## src/core/tps_regs.svh

```systemverilog
// Register offsets, field positions, reset values and timing counts of the panel timing block
`ifndef TPS_REGS_SVH
`define TPS_REGS_SVH

// ----------------------------------------------------------------
// Register byte offsets
// ----------------------------------------------------------------
`define TPS_OFS_CTRL     8'h00
`define TPS_OFS_CLKDIV   8'h04
`define TPS_OFS_CLKPT    8'h08
`define TPS_OFS_HOR      8'h0c
`define TPS_OFS_HSYNC    8'h10
`define TPS_OFS_VER      8'h14
`define TPS_OFS_VSYNC    8'h18
`define TPS_OFS_WIN      8'h1c
`define TPS_OFS_PIXDIV   8'h20
`define TPS_OFS_STATUS   8'h24

// ----------------------------------------------------------------
// Control bits and field positions
// ----------------------------------------------------------------
`define TPS_CTRL_EN      0
`define TPS_CTRL_CLKINV  1
`define TPS_CTRL_HSINV   2
`define TPS_CTRL_VSINV   3
`define TPS_CTRL_DEINV   4
`define TPS_CTRL_VSLINE  5
`define TPS_CTRL_W       6
`define TPS_LO_LSB       0
`define TPS_HI_LSB       16
`define TPS_FLD_W        12
`define TPS_PIXDIV_W     8

// ----------------------------------------------------------------
// Reset values
// ----------------------------------------------------------------
`define TPS_RST_CTRL     6'h00
`define TPS_RST_PERIOD   12'h002
`define TPS_RST_BASE     12'h001
`define TPS_RST_FALL     12'h002
`define TPS_RST_RISE     12'h001
`define TPS_RST_LTOT     12'h00f
`define TPS_RST_SX       12'h002
`define TPS_RST_HSW      12'h000
`define TPS_RST_HSD      12'h000
`define TPS_RST_FTOT     12'h007
`define TPS_RST_SY       12'h001
`define TPS_RST_VSW      12'h000
`define TPS_RST_AW       12'h008
`define TPS_RST_AH       12'h004
`define TPS_RST_PIXDIV   8'h00

`endif

```

## src/core/tps_pkg.sv

```systemverilog
// Types shared by the panel timing block
package tps_pkg;
  typedef logic [11:0] tps_cnt_t;   // Pixel, line and time-setting width
  typedef logic [12:0] tps_time_t;  // Accumulated time within one interface period
  typedef logic [7:0]  tps_div_t;   // Pixel divider count
  typedef logic [23:0] tps_pix_t;   // One pixel toward the panel
endpackage : tps_pkg

```

## src/core/tps_clk_if.sv

```systemverilog
// Link between the timing core and its interface clock generator
`timescale 1ns/1ps
interface tps_clk_if;
  import tps_pkg::*;
  logic     en;      // Interface enabled
  tps_cnt_t period;  // Interface clock period setting
  tps_cnt_t base;    // Base clock period setting
  tps_cnt_t fall;    // Fall point setting
  tps_cnt_t rise;    // Rise point setting
  logic     tick;    // First base cycle of an interface period
  logic     low;     // Interface clock in its low phase

  modport gen (input en, period, base, fall, rise, output tick, low);
  modport core (output en, period, base, fall, rise, input tick, low);
endinterface : tps_clk_if

```

## src/core/tps_clk_gen.sv

```systemverilog
// Fractional interface clock generator on the base clock
`timescale 1ns/1ps
module tps_clk_gen
  import tps_pkg::*;
(
  // Clock and reset
  input  wire logic core_clk,
  input  wire logic rst_n,
  // Core side
  tps_clk_if.gen    cif
);

  tps_time_t elap_q;  // Time elapsed since period start, in setting units
  logic      tick_q;
  logic      low_q;
  tps_time_t elap_nx;

  // ----------------------------------------------------------------
  // Period accumulator
  // ----------------------------------------------------------------
  // Remainder carried over, so fractional ratios alternate floor and floor+1
  assign elap_nx = elap_q + {1'b0, cif.base};

  always_ff @(posedge core_clk) begin
    if (!rst_n || !cif.en) begin
      elap_q <= '0;
      tick_q <= 1'b0;
    end else if (elap_nx >= {1'b0, cif.period}) begin
      elap_q <= elap_nx - {1'b0, cif.period};
      tick_q <= 1'b1;
    end else begin
      elap_q <= elap_nx;
      tick_q <= 1'b0;
    end
  end

  // Low phase spans rise point to fall point; a point is reached at the first
  // base cycle whose elapsed time covers it, which is the rounded-up point
  always_ff @(posedge core_clk) begin
    if (!rst_n || !cif.en) begin
      low_q <= 1'b0;
    end else begin
      low_q <= (elap_nx >= {1'b0, cif.rise}) && (elap_nx < {1'b0, cif.fall});
    end
  end

  assign cif.tick = tick_q;
  assign cif.low  = low_q;
endmodule : tps_clk_gen

```

## src/core/tps_panel_timing.sv

```systemverilog
// Raster timing generator for a memory-less active matrix TFT panel
// ----------------------------------------------------------------
// Functional notes
// - With straight clock polarity, data is stable so the panel takes it on the clock's fall.
// - While enabled the panel pixel clock runs without a gap between lines and frames.
// - One line sync pulse per line and one frame sync pulse per frame.
// - A frame sync pulse covers at least one full line sync pulse in line units, or in pixel units when its width is at least the line sync's.
// - Data valid is active only while valid pixel data is on the bus.
// - The pixel clock period is the interface period times the divider count plus one.
// - The interface period is the period setting over the base setting, dithered if fractional.
// - A line lasts total plus one pixels, line sync width plus one, after its delay.
// - A line holds a leading blank of start x, the active width, then the trailing blank.
// - A frame lasts total plus one lines, active lines start after start y lines.
// - Frame sync lasts width plus one pixels, or width plus one lines when line units are set.
// - The interface clock is low from the rise point to the fall point, high otherwise.
// - Pixel clock, line sync, frame sync and data valid polarities are each selectable.
// - Active width and height come from the feeding channel's window, not the raster settings.
// - Clock points are quantized upward to the base clock grid.
// ----------------------------------------------------------------
`timescale 1ns/1ps
`include "tps_regs.svh"
module tps_panel_timing
  import tps_pkg::*;
(
  // Clock and reset
  input  wire logic        core_clk,
  input  wire logic        rst_n,
  // Register port
  input  wire logic [7:0]  reg_addr,
  input  wire logic [31:0] reg_wdata,
  input  wire logic        reg_wr,
  input  wire logic        reg_rd,
  output logic [31:0]      reg_rdata,
  // Pixel source
  input  wire tps_pix_t    pix_in,
  output logic             pix_take,
  // Panel pins
  output logic             panel_pixel_clock,
  output logic             panel_line_sync,
  output logic             panel_frame_sync,
  output logic             panel_data_valid,
  output tps_pix_t         panel_data
);

  // ----------------------------------------------------------------
  // Registers
  // ----------------------------------------------------------------
  logic [`TPS_CTRL_W-1:0] ctrl_q;
  tps_cnt_t period_q, base_q, fall_q, rise_q;
  tps_cnt_t ltot_q, sx_q, hsw_q, hsd_q;
  tps_cnt_t ftot_q, sy_q, vsw_q, aw_q, ah_q;
  tps_div_t pixdiv_q;
  tps_cnt_t hcnt_q, vcnt_q;
  tps_div_t pdiv_q;

  logic ctrl_en;
  assign ctrl_en = ctrl_q[`TPS_CTRL_EN];

  // Software writes; window size is the feeding channel's, kept apart from raster timing
  always_ff @(posedge core_clk) begin
    if (!rst_n) begin
      ctrl_q   <= `TPS_RST_CTRL;
      period_q <= `TPS_RST_PERIOD;
      base_q   <= `TPS_RST_BASE;
      fall_q   <= `TPS_RST_FALL;
      rise_q   <= `TPS_RST_RISE;
      ltot_q   <= `TPS_RST_LTOT;
      sx_q     <= `TPS_RST_SX;
      hsw_q    <= `TPS_RST_HSW;
      hsd_q    <= `TPS_RST_HSD;
      ftot_q   <= `TPS_RST_FTOT;
      sy_q     <= `TPS_RST_SY;
      vsw_q    <= `TPS_RST_VSW;
      aw_q     <= `TPS_RST_AW;
      ah_q     <= `TPS_RST_AH;
      pixdiv_q <= `TPS_RST_PIXDIV;
    end else if (reg_wr) begin
      unique case (reg_addr)
        `TPS_OFS_CTRL:   ctrl_q <= reg_wdata[`TPS_CTRL_W-1:0];
        `TPS_OFS_CLKDIV: begin
          period_q <= reg_wdata[`TPS_LO_LSB +: `TPS_FLD_W];
          base_q   <= reg_wdata[`TPS_HI_LSB +: `TPS_FLD_W];
        end
        `TPS_OFS_CLKPT: begin
          fall_q <= reg_wdata[`TPS_LO_LSB +: `TPS_FLD_W];
          rise_q <= reg_wdata[`TPS_HI_LSB +: `TPS_FLD_W];
        end
        `TPS_OFS_HOR: begin
          ltot_q <= reg_wdata[`TPS_LO_LSB +: `TPS_FLD_W];
          sx_q   <= reg_wdata[`TPS_HI_LSB +: `TPS_FLD_W];
        end
        `TPS_OFS_HSYNC: begin
          hsw_q <= reg_wdata[`TPS_LO_LSB +: `TPS_FLD_W];
          hsd_q <= reg_wdata[`TPS_HI_LSB +: `TPS_FLD_W];
        end
        `TPS_OFS_VER: begin
          ftot_q <= reg_wdata[`TPS_LO_LSB +: `TPS_FLD_W];
          sy_q   <= reg_wdata[`TPS_HI_LSB +: `TPS_FLD_W];
        end
        `TPS_OFS_VSYNC:  vsw_q <= reg_wdata[`TPS_LO_LSB +: `TPS_FLD_W];
        `TPS_OFS_WIN: begin
          aw_q <= reg_wdata[`TPS_LO_LSB +: `TPS_FLD_W];
          ah_q <= reg_wdata[`TPS_HI_LSB +: `TPS_FLD_W];
        end
        `TPS_OFS_PIXDIV: pixdiv_q <= reg_wdata[`TPS_PIXDIV_W-1:0];
        default: ;
      endcase
    end
  end

  // Read data one cycle after the strobe; unmapped offsets read zero
  always_ff @(posedge core_clk) begin
    if (!rst_n || !reg_rd) begin
      reg_rdata <= '0;
    end else begin
      unique case (reg_addr)
        `TPS_OFS_CTRL:   reg_rdata <= {26'h0000000, ctrl_q};
        `TPS_OFS_CLKDIV: reg_rdata <= {4'h0, base_q, 4'h0, period_q};
        `TPS_OFS_CLKPT:  reg_rdata <= {4'h0, rise_q, 4'h0, fall_q};
        `TPS_OFS_HOR:    reg_rdata <= {4'h0, sx_q, 4'h0, ltot_q};
        `TPS_OFS_HSYNC:  reg_rdata <= {4'h0, hsd_q, 4'h0, hsw_q};
        `TPS_OFS_VER:    reg_rdata <= {4'h0, sy_q, 4'h0, ftot_q};
        `TPS_OFS_VSYNC:  reg_rdata <= {20'h00000, vsw_q};
        `TPS_OFS_WIN:    reg_rdata <= {4'h0, ah_q, 4'h0, aw_q};
        `TPS_OFS_PIXDIV: reg_rdata <= {24'h000000, pixdiv_q};
        `TPS_OFS_STATUS: reg_rdata <= {4'h0, vcnt_q, 4'h0, hcnt_q};
        default:         reg_rdata <= '0;
      endcase
    end
  end

  // ----------------------------------------------------------------
  // Interface clock generator
  // ----------------------------------------------------------------
  tps_clk_if cif ();
  assign cif.en     = ctrl_en;
  assign cif.period = period_q;
  assign cif.base   = base_q;
  assign cif.fall   = fall_q;
  assign cif.rise   = rise_q;

  tps_clk_gen u_clk_gen (
    .core_clk (core_clk),
    .rst_n    (rst_n),
    .cif      (cif)
  );

  // ----------------------------------------------------------------
  // Pixel divider and raster counters
  // ----------------------------------------------------------------
  logic pix_stb;
  logic stb_d_q;
  assign pix_stb = ctrl_en && cif.tick && (pdiv_q == pixdiv_q);

  // Divider counts interface periods within one pixel period
  always_ff @(posedge core_clk) begin
    if (!rst_n || !ctrl_en) begin
      pdiv_q <= '0;
    end else if (cif.tick) begin
      pdiv_q <= (pdiv_q == pixdiv_q) ? '0 : pdiv_q + 8'h01;
    end
  end

  // Horizontal and vertical position, advanced once per pixel period
  always_ff @(posedge core_clk) begin
    if (!rst_n || !ctrl_en) begin
      hcnt_q <= '0;
      vcnt_q <= '0;
    end else if (pix_stb) begin
      if (hcnt_q >= ltot_q) begin
        hcnt_q <= '0;
        vcnt_q <= (vcnt_q >= ftot_q) ? '0 : vcnt_q + 12'h001;
      end else begin
        hcnt_q <= hcnt_q + 12'h001;
      end
    end
  end

  // ----------------------------------------------------------------
  // Sync and window decode
  // ----------------------------------------------------------------
  logic [12:0] hs_end, vs_end, hx_end, vy_end;
  logic        hs_on, vs_on, de_on, clk_low;
  assign hs_end = {1'b0, hsd_q} + {1'b0, hsw_q};
  assign vs_end = {1'b0, hsd_q} + {1'b0, vsw_q};
  assign hx_end = {1'b0, sx_q} + {1'b0, aw_q};
  assign vy_end = {1'b0, sy_q} + {1'b0, ah_q};

  // Line sync starts after its delay; frame sync starts with the first line's sync in pixel units, at line 0's start in line units,
  // so a width of at least the line sync's width covers a whole line sync pulse
  assign hs_on = (hcnt_q >= hsd_q) && ({1'b0, hcnt_q} <= hs_end);
  assign vs_on = ctrl_q[`TPS_CTRL_VSLINE] ? (vcnt_q <= vsw_q)
               : (vcnt_q == 12'h000) && (hcnt_q >= hsd_q) && ({1'b0, hcnt_q} <= vs_end);
  assign de_on = (hcnt_q >= sx_q) && ({1'b0, hcnt_q} < hx_end)
              && (vcnt_q >= sy_q) && ({1'b0, vcnt_q} < vy_end);
  // Clock low phase only in the first interface period of each pixel period
  assign clk_low = ctrl_en && (pdiv_q == 8'h00) && cif.low;

  // ----------------------------------------------------------------
  // Panel outputs
  // ----------------------------------------------------------------
  logic clk_p1_q;

  // Clock delayed two cycles so it lines up with data; fall comes after data settles
  always_ff @(posedge core_clk) begin
    if (!rst_n) begin
      clk_p1_q          <= 1'b1;
      panel_pixel_clock <= 1'b1;
    end else begin
      clk_p1_q          <= !clk_low;
      panel_pixel_clock <= clk_p1_q ^ ctrl_q[`TPS_CTRL_CLKINV];
    end
  end

  // Syncs follow the counters one cycle later; disabled means inactive level
  always_ff @(posedge core_clk) begin
    if (!rst_n) begin
      panel_line_sync  <= 1'b0;
      panel_frame_sync <= 1'b0;
      panel_data_valid <= 1'b0;
    end else begin
      panel_line_sync  <= (ctrl_en && hs_on) ^ ctrl_q[`TPS_CTRL_HSINV];
      panel_frame_sync <= (ctrl_en && vs_on) ^ ctrl_q[`TPS_CTRL_VSINV];
      panel_data_valid <= (ctrl_en && de_on) ^ ctrl_q[`TPS_CTRL_DEINV];
    end
  end

  // Data taken once per pixel, the cycle after the counters move; zero outside window
  always_ff @(posedge core_clk) begin
    if (!rst_n || !ctrl_en) begin
      stb_d_q    <= 1'b0;
      pix_take   <= 1'b0;
      panel_data <= '0;
    end else begin
      stb_d_q  <= pix_stb;
      pix_take <= stb_d_q && de_on;
      if (stb_d_q) begin
        panel_data <= de_on ? pix_in : '0;
      end
    end
  end
endmodule : tps_panel_timing

```

## config.mk

```make
export PLATFORM = sky130hd
export DESIGN_NAME = tps_panel_timing
export DESIGN_NICKNAME = d
export VERILOG_FILES = /design/src/core/tps_pkg.sv /design/src/core/tps_clk_if.sv /design/src/core/tps_clk_gen.sv /design/src/core/tps_panel_timing.sv
export VERILOG_INCLUDE_DIRS = /design/src /design/src/core
export SDC_FILE = /design/constraint.sdc
export NUM_CORES = 1
export LEC_CHECK = 0
export BUFFER_PORTS_ARGS = -buffer_cell sky130_fd_sc_hd__buf_2
export CORE_MARGIN = 8
export CORE_UTILIZATION = 36
export DETAILED_ROUTE_END_ITERATION = 7
export REMOVE_ABC_BUFFERS = 1
export SYNTH_ARGS = -nofsm -noshare
export SYNTH_HDL_FRONTEND = slang
export SYNTH_HIERARCHICAL = 1
export SYNTH_SLANG_ARGS = --single-unit
```

## constraint.sdc

```tcl
create_clock -name core_clk -period 3.8 [get_ports core_clk]
set_clock_uncertainty 0.1 [all_clocks]
set_input_delay 0.38 -clock core_clk [delete_from_list [all_inputs] [get_ports core_clk]]
set_output_delay 0.38 -clock core_clk [all_outputs]
set_load 0.005 [all_outputs]
```

[Word-level counts from Yosys, hierarchy flattened]
Index checks and enable logic that the tools add are counted.
Operators by class
  add/sub/neg operators: 9
  $lt $le $gt $ge: 13
  eq/ne operators: 10
  muxes and demuxes: 8
  bitwise logic cells: 4
  reduce and logical (&&, ||, !) cells: 34
Operators by type and width (number)
  case mux 28 bit (10 select lines): 1
  greater-or-equal comparator 12 bit: 5
  adder 12 x 12 -> 13 bit: 4
  equality test 8 x 5 -> 1 bit (second input constant): 4
  greater-or-equal comparator 13 x 12 -> 1 bit: 2
  less-or-equal comparator 12 x 13 -> 1 bit: 2
  less-than comparator 12 x 13 -> 1 bit: 2
  adder 12 x 1 -> 12 bit (second input constant): 2
  2-to-1 mux 12 bit: 2
  2-to-1 mux 24 bit: 1
  AND reduction 2 bit: 10
  equality test 8 x 4 -> 1 bit (second input constant): 2
  equality test 8 x 6 -> 1 bit (second input constant): 2
  logical NOT 8 bit: 2
  logical AND 1 bit: 15
  adder 13 x 12 -> 13 bit: 1
  less-than comparator 13 x 12 -> 1 bit: 1
  2-to-1 mux 13 bit: 1
  subtractor 13 x 12 -> 13 bit: 1
  less-or-equal comparator 12 bit: 1
  logical NOT 12 bit: 1
  adder 8 x 1 -> 8 bit (second input constant): 1
  equality test 8 x 3 -> 1 bit (second input constant): 1
  equality test 8 bit: 1
  5 further kinds: 13
Word-level totals
  flip-flop bits (word level): 280
  input port bits: 68
  output and inout port bits: 61
  logic and storage cells: 108

[Depth between registers and ports, before layout]
  depth after elaboration: 7
  depth in mapped cells: 19
  gate-level depth less buffers: 18

[Hierarchy]
The synthesis kept the hierarchy.
Modules (own cells, without submodules)
  tps_panel_timing: times used 1, cells each 1890, area each 15483.6 um^2, seq. area each 5144.9 um^2
  tps_clk_gen: times used 1, cells each 276, area each 2232.1 um^2, seq. area each 300.3 um^2

[Worst setup path after synthesis]
OpenSTA, ideal clock, no wires.
  path kind: flip-flop to flip-flop
  start point: reg sx_q[0]
  end point: reg panel_data[10]
  library setup time: 0.060 ns
  arrival time: 3.515 ns
  required time: 3.640 ns
  path slack: 0.125 ns
  cell stages (with the launch flop): 20
  buffers on the path: 1
  period minus slack after synthesis: 3.675 ns
  cell sequence: dfxtp_1 > ha_1 > inv_1 > fa_1 > nor2b_1 > o31ai_1 > a21oi_1 > o21a_1 > o21ai_0 > nand2b_1 > xnor2_1 > ha_1 > a21oi_1 > o22ai_1 > a2111o_1 > o21ai_1 > o211ai_1 > nor3_2 > buf_6 > a22o_1
Between the ends
  cells in the longest elaborated chain, start to end: 6
  elaborated cells between the ends (all ways): 7
  those cells by class: 1 x add/sub; 2 x order compare; 1 x mux; 3 x reduce/logical
RTL lines
  start, declared: RTL line tps_panel_timing.sv:50  | tps_cnt_t ltot_q, sx_q, hsw_q, hsd_q;
  start signal, assigned: RTL line tps_panel_timing.sv:68  | sx_q <= `TPS_RST_SX;
  start signal, assigned: RTL line tps_panel_timing.sv:90  | sx_q <= reg_wdata[`TPS_HI_LSB +: `TPS_FLD_W];
  adder 12 x 12 -> 13 bit: RTL line tps_panel_timing.sv:186  | assign hx_end = {1'b0, sx_q} + {1'b0, aw_q};
  less-than comparator 12 x 13 -> 1 bit: RTL line tps_panel_timing.sv:194  | assign de_on = (hcnt_q >= sx_q) && ({1'b0, hcnt_q} < hx_end)
  logical AND 1 bit (*): RTL line tps_panel_timing.sv:194
  logical AND 1 bit (*) (2 in series): RTL line tps_panel_timing.sv:195  | && (vcnt_q >= sy_q) && ({1'b0, vcnt_q} < vy_end);
  2-to-1 mux 24 bit (*): RTL line tps_panel_timing.sv:238  | panel_data <= de_on ? pix_in : '0;
  end signal, assigned: RTL line tps_panel_timing.sv:238
  end, declared: RTL line tps_panel_timing.sv:42  | output tps_pix_t panel_data
Mark *: on every way between the ends. The rest lies on a longest branch, timed or not.
A chain may end at the register's enable or synchronous reset.

[Worst setup path in the final report]
  start point: reg aw_q[0]
  end point: reg panel_data_valid
Between the ends
  cells in the longest elaborated chain, start to end: 7
RTL lines
  start, declared: RTL line tps_panel_timing.sv:51  | tps_cnt_t ftot_q, sy_q, vsw_q, aw_q, ah_q;
  start signal, assigned: RTL line tps_panel_timing.sv:74  | aw_q <= `TPS_RST_AW;
  start signal, assigned: RTL line tps_panel_timing.sv:102  | aw_q <= reg_wdata[`TPS_LO_LSB +: `TPS_FLD_W];
  adder 12 x 12 -> 13 bit: RTL line tps_panel_timing.sv:186
  less-than comparator 12 x 13 -> 1 bit: RTL line tps_panel_timing.sv:194
  logical AND 1 bit: RTL line tps_panel_timing.sv:194
  logical AND 1 bit (2 in series): RTL line tps_panel_timing.sv:195
  logical AND 1 bit: RTL line tps_panel_timing.sv:224  | panel_data_valid <= (ctrl_en && de_on) ^ ctrl_q[`TPS_CTRL_DEINV];
  bitwise XOR 1 bit: RTL line tps_panel_timing.sv:224
  end signal, assigned: RTL line tps_panel_timing.sv:224
  end, declared: RTL line tps_panel_timing.sv:41  | output logic panel_data_valid,
Every way passes these cells.

==> run_results.csv <==
group,metric,value,unit
status,status,"finished, violations left",
status,violations,"setup timing",
setup_path,rrSetupSlack,-100,ps
final_layout,num_antenna_cells,0,
route,routed_wl,64.8,mm
final_layout,area_growth,19.4,%
global_routing,antenna_found_initial,0,
setup_path,rr_endpoint,"panel_data_valid",
route,vias,16700,
worst_hold_path,worstHoldEndpoint,"hsd_q[10]",
sta,period_share,103,%
setup_path,worstSetupPathType,"reg -> reg",
clocking,cts_root_buf,"clkbuf_16",
sta,final_max_slew_viol_count,0,
logic_synthesis,netlist_area,17700,um^2
power,ir_drop,0.000280,V
clocking,cts_buffer_depth,3,
logic_synthesis,synth-edff-count,0,
final_layout,drive_gt1_share,14.5,%
power,p_leak,0.00860,uW
die,rows,81,
power,p_int,4990,uW
clocking,numClockSinks,272,
setup_path,end_kind,"flip-flop",
place,routabilityCongestion,0.929,
clocking,cts.clk_slew.worst_paths,60,ps
final_layout,fillerInstances,4816,
place,hpwl,48.9,mm
place,port_buffers,112,
worst_hold_path,worstHoldStart,"reg_wdata[26]",
clocking,h-tree-depth,2,
sta,fin_crit,3900,ps
flow_run,maxCapViolations,0,
logic_synthesis,synth_cell_types,81,
power,power.density,306,nW/um^2
sta,worst_slew_pin_slew,1070,ps
setup_path,arrival,4210,ps
clocking,clk_latency,540,ps
route,drtIter0Drc,1556,
clocking,tritoncts,"done",
setup_path,cp.required,4120,ps
sta,rsz0062_at_grt,"yes",
final_layout,finalNetCount,2638,
final_layout,stdcell_area,21100,um^2
sta,setup-violations-final,25,
die,chipWidth,238,um
die,core,48700,um^2
sta,fmax,257,MHz
die,start_util,36.3,%
die,pin_count,129,
global_routing,grt_pass1_wl,96.9,mm
route,dr.pass1.iters,5,
logic_synthesis,avgSynthCellArea,8.18,um^2
logic_synthesis,yosysWarnings,6,
route,wl_per_cell,21.4,um
die,fp.dieArea,56600,um^2
power,pwr-share-seq,44.2,%
power,p_comb_share,3.8,%
sta,hold_violations,0,
sta,worst_slack,-95.2,ps
route,drc,0,
route,routed_via_density,5.50,
place,pre_cts_slack,-256,ps
route,drtAntennaViolNets,0,
die,die_y,238,um
clocking,cts_buffers,35,
final_layout,fin_util,43.4,%
logic_synthesis,synthArstFlopShare,0,%
worst_hold_path,hp-class,"in -> reg",
logic_synthesis,ys.flop_type,"dfxtp_1",
sta,fin_tns_setup,-1190,ps
power,switchingPower,1480,uW
global_routing,grt_overflow,0,
worst_hold_path,holdPathStages,3,
setup_path,startpoint_type,"flip-flop",
setup_path,reg2regPathDepth,18,
power,sw_frac_of_total,22.8,%
place,dpl-instance-area,19500,um^2
logic_synthesis,ys_ff_latch,272,
power,clkPwrFrac,52.0,%
logic_synthesis,yosysSeqAreaShare,30.7,%
global_routing,grt.total_usage,22.1,%
setup_path,reg2reg_from,"aw_q[0]",
power,power,6460,uW
global_routing,grt_max_degree,181,
final_layout,final_common_cell,"nand2_1",
sta,relSlewSlack,28.7,%
logic_synthesis,postSynthCellCount,2166,
final_layout,layout_common_cells,"nand2_1 (397), dfxtp_1 (264), ha_1 (213)",
global_routing,grt_pass1_vias,16200,
setup_path,cp_max_fo,2,
-- layer usage --
layer | wire length [um] | vias up | global-route usage, %
met3 | 4580 | 122 | 3.63
met4 | 2860 | 0 | 10.4
li1 | - | 7968 | -
met1 | 28300 | 8002 | 28.7
met2 | 29000 | 605 | 35.6
met5 | 0 | - | 0
-- cell usage after synthesis (6+ instances only) --
library cell / n / area [um^2]
nand2_1: 397 / 1490
dfxtp_1: 272 / 5450
ha_1: 218 / 2730
inv_1: 138 / 518
a21boi_1: 135 / 1010
nor2_1: 126 / 473
a21oi_1: 108 / 541
clkbuf_1: 86 / 323
mux2i_1: 63 / 631
nand3_1: 53 / 265
o21ai_0: 52 / 260
xnor2_1: 46 / 403
xor2_1: 35 / 307
nand4_1: 29 / 181
a221oi_1: 28 / 245
nor3_1: 27 / 135
a22o_1: 26 / 228
a21boi_0: 24 / 180
a21o_1: 24 / 180
nand2b_1: 21 / 131
o21a_1: 20 / 150
o211ai_1: 18 / 135
nor2b_1: 17 / 106
nor4_1: 15 / 93.8
a31oi_1: 13 / 81.3
a211oi_1: 11 / 82.6
and3_1: 11 / 68.8
a22oi_1: 9 / 67.6
and2_1: 8 / 50.1
buf_4: 8 / 60.1
o21ai_1: 8 / 40.0
o21bai_1: 8 / 60.1
o22ai_1: 8 / 50.1
a211o_1: 6 / 52.6
fa_1: 6 / 120
-- critical path, stage by stage (launching register included) --
cell and delay, ps:
dfxtp_2 350, ha_4 140, inv_2 40, fa_2 370, nor2b_2 140, o31ai_1 70
buf_4 140, a21oi_2 140, buf_4 130, nor3_1 30, or2_2 300, ha_4 230
and4_1 210, a2111o_1 420, o21ai_2 170, o211ai_1 230, buf_4 230, o311ai_4 230
o41ai_2 120
-- cell families after synthesis --
family	synth area share, %
other	0.0212
adders and majority gates	16.1
buffers and inverters	5.54
DFF	30.7
muxes	3.56
and+or+nand+nor	18.1
xor gates and xnor gates	4.00
AOI/OAI and AO/OA	22.0
-- how the worst max path moves through the flow --
stage / start / to / slack (ps)
finish: aw_q[0] / panel_data_valid / -100
global route: aw_q[0] / panel_data_valid / -260
CTS: sy_q[0] / panel_data[2] / -40
detailed placement: sx_q[0] / panel_data[20] / -260
global placement: sx_q[0] / panel_data[9] / -250
floorplan: sx_q[0] / panel_data[0] / -260
-- metrics by stage --
stage	hold slack, ps	std cells
5_1_grt	54.2	3034
3_5_place_dp	352	2943
6_report	59.0	3034
4_1_cts	34.9	3032
3_3_place_gp	353	2943
2_1_floorplan	327	2068
-- layout make-up --
type / instances / area [um^2] / area share, %
clock inverters: 10 / 86.3 / 0.408
flip-flops and latches: 272 / 5460 / 25.8
clock buffers: 51 / 1080 / 5.10
multi-input cells: 1656 / 11500 / 54.6
well taps: 664 / 831 / 3.93
inverters: 140 / 526 / 2.49
repair buffers: 241 / 1630 / 7.69
-- power groups by stage --
stage	sequential (uW)	clock [uW]	combinational [uW]
after floorplan	2920	0	69.4
after global placement	2920	0	217
after detailed placement	2920	0	218
after CTS	2860	3450	239
after global routing	2860	3570	256
final	2860	3360	245
-- repair_timing --
item                                    4_1_cts  5_1_grt
endpoints found under the setup margin       27       41
endpoints found under the hold margin        25        0
hold buffers                                 25        0
buffers inserted                              3        2
gates resized for setup                      21       29
pin swaps                                     3       41
-- flip-flops by register name, indices dropped and copies added, names as in the netlist, 6 cells and up --
name	flops
ltot_q	12
u_clk_gen/elap_q	13
ctrl_q	6
sy_q	12
sx_q	12
pixdiv_q	8
aw_q	12
vcnt_q	12
cif.rise	12
cif.period	12
hsw_q	12
hcnt_q	12
panel_data	24
vsw_q	12
hsd_q	12
ftot_q	12
pdiv_q	8
base_q	12
reg_rdata	24
ah_q	12
cif.fall	12
Power figures use the tool's default switching activity.
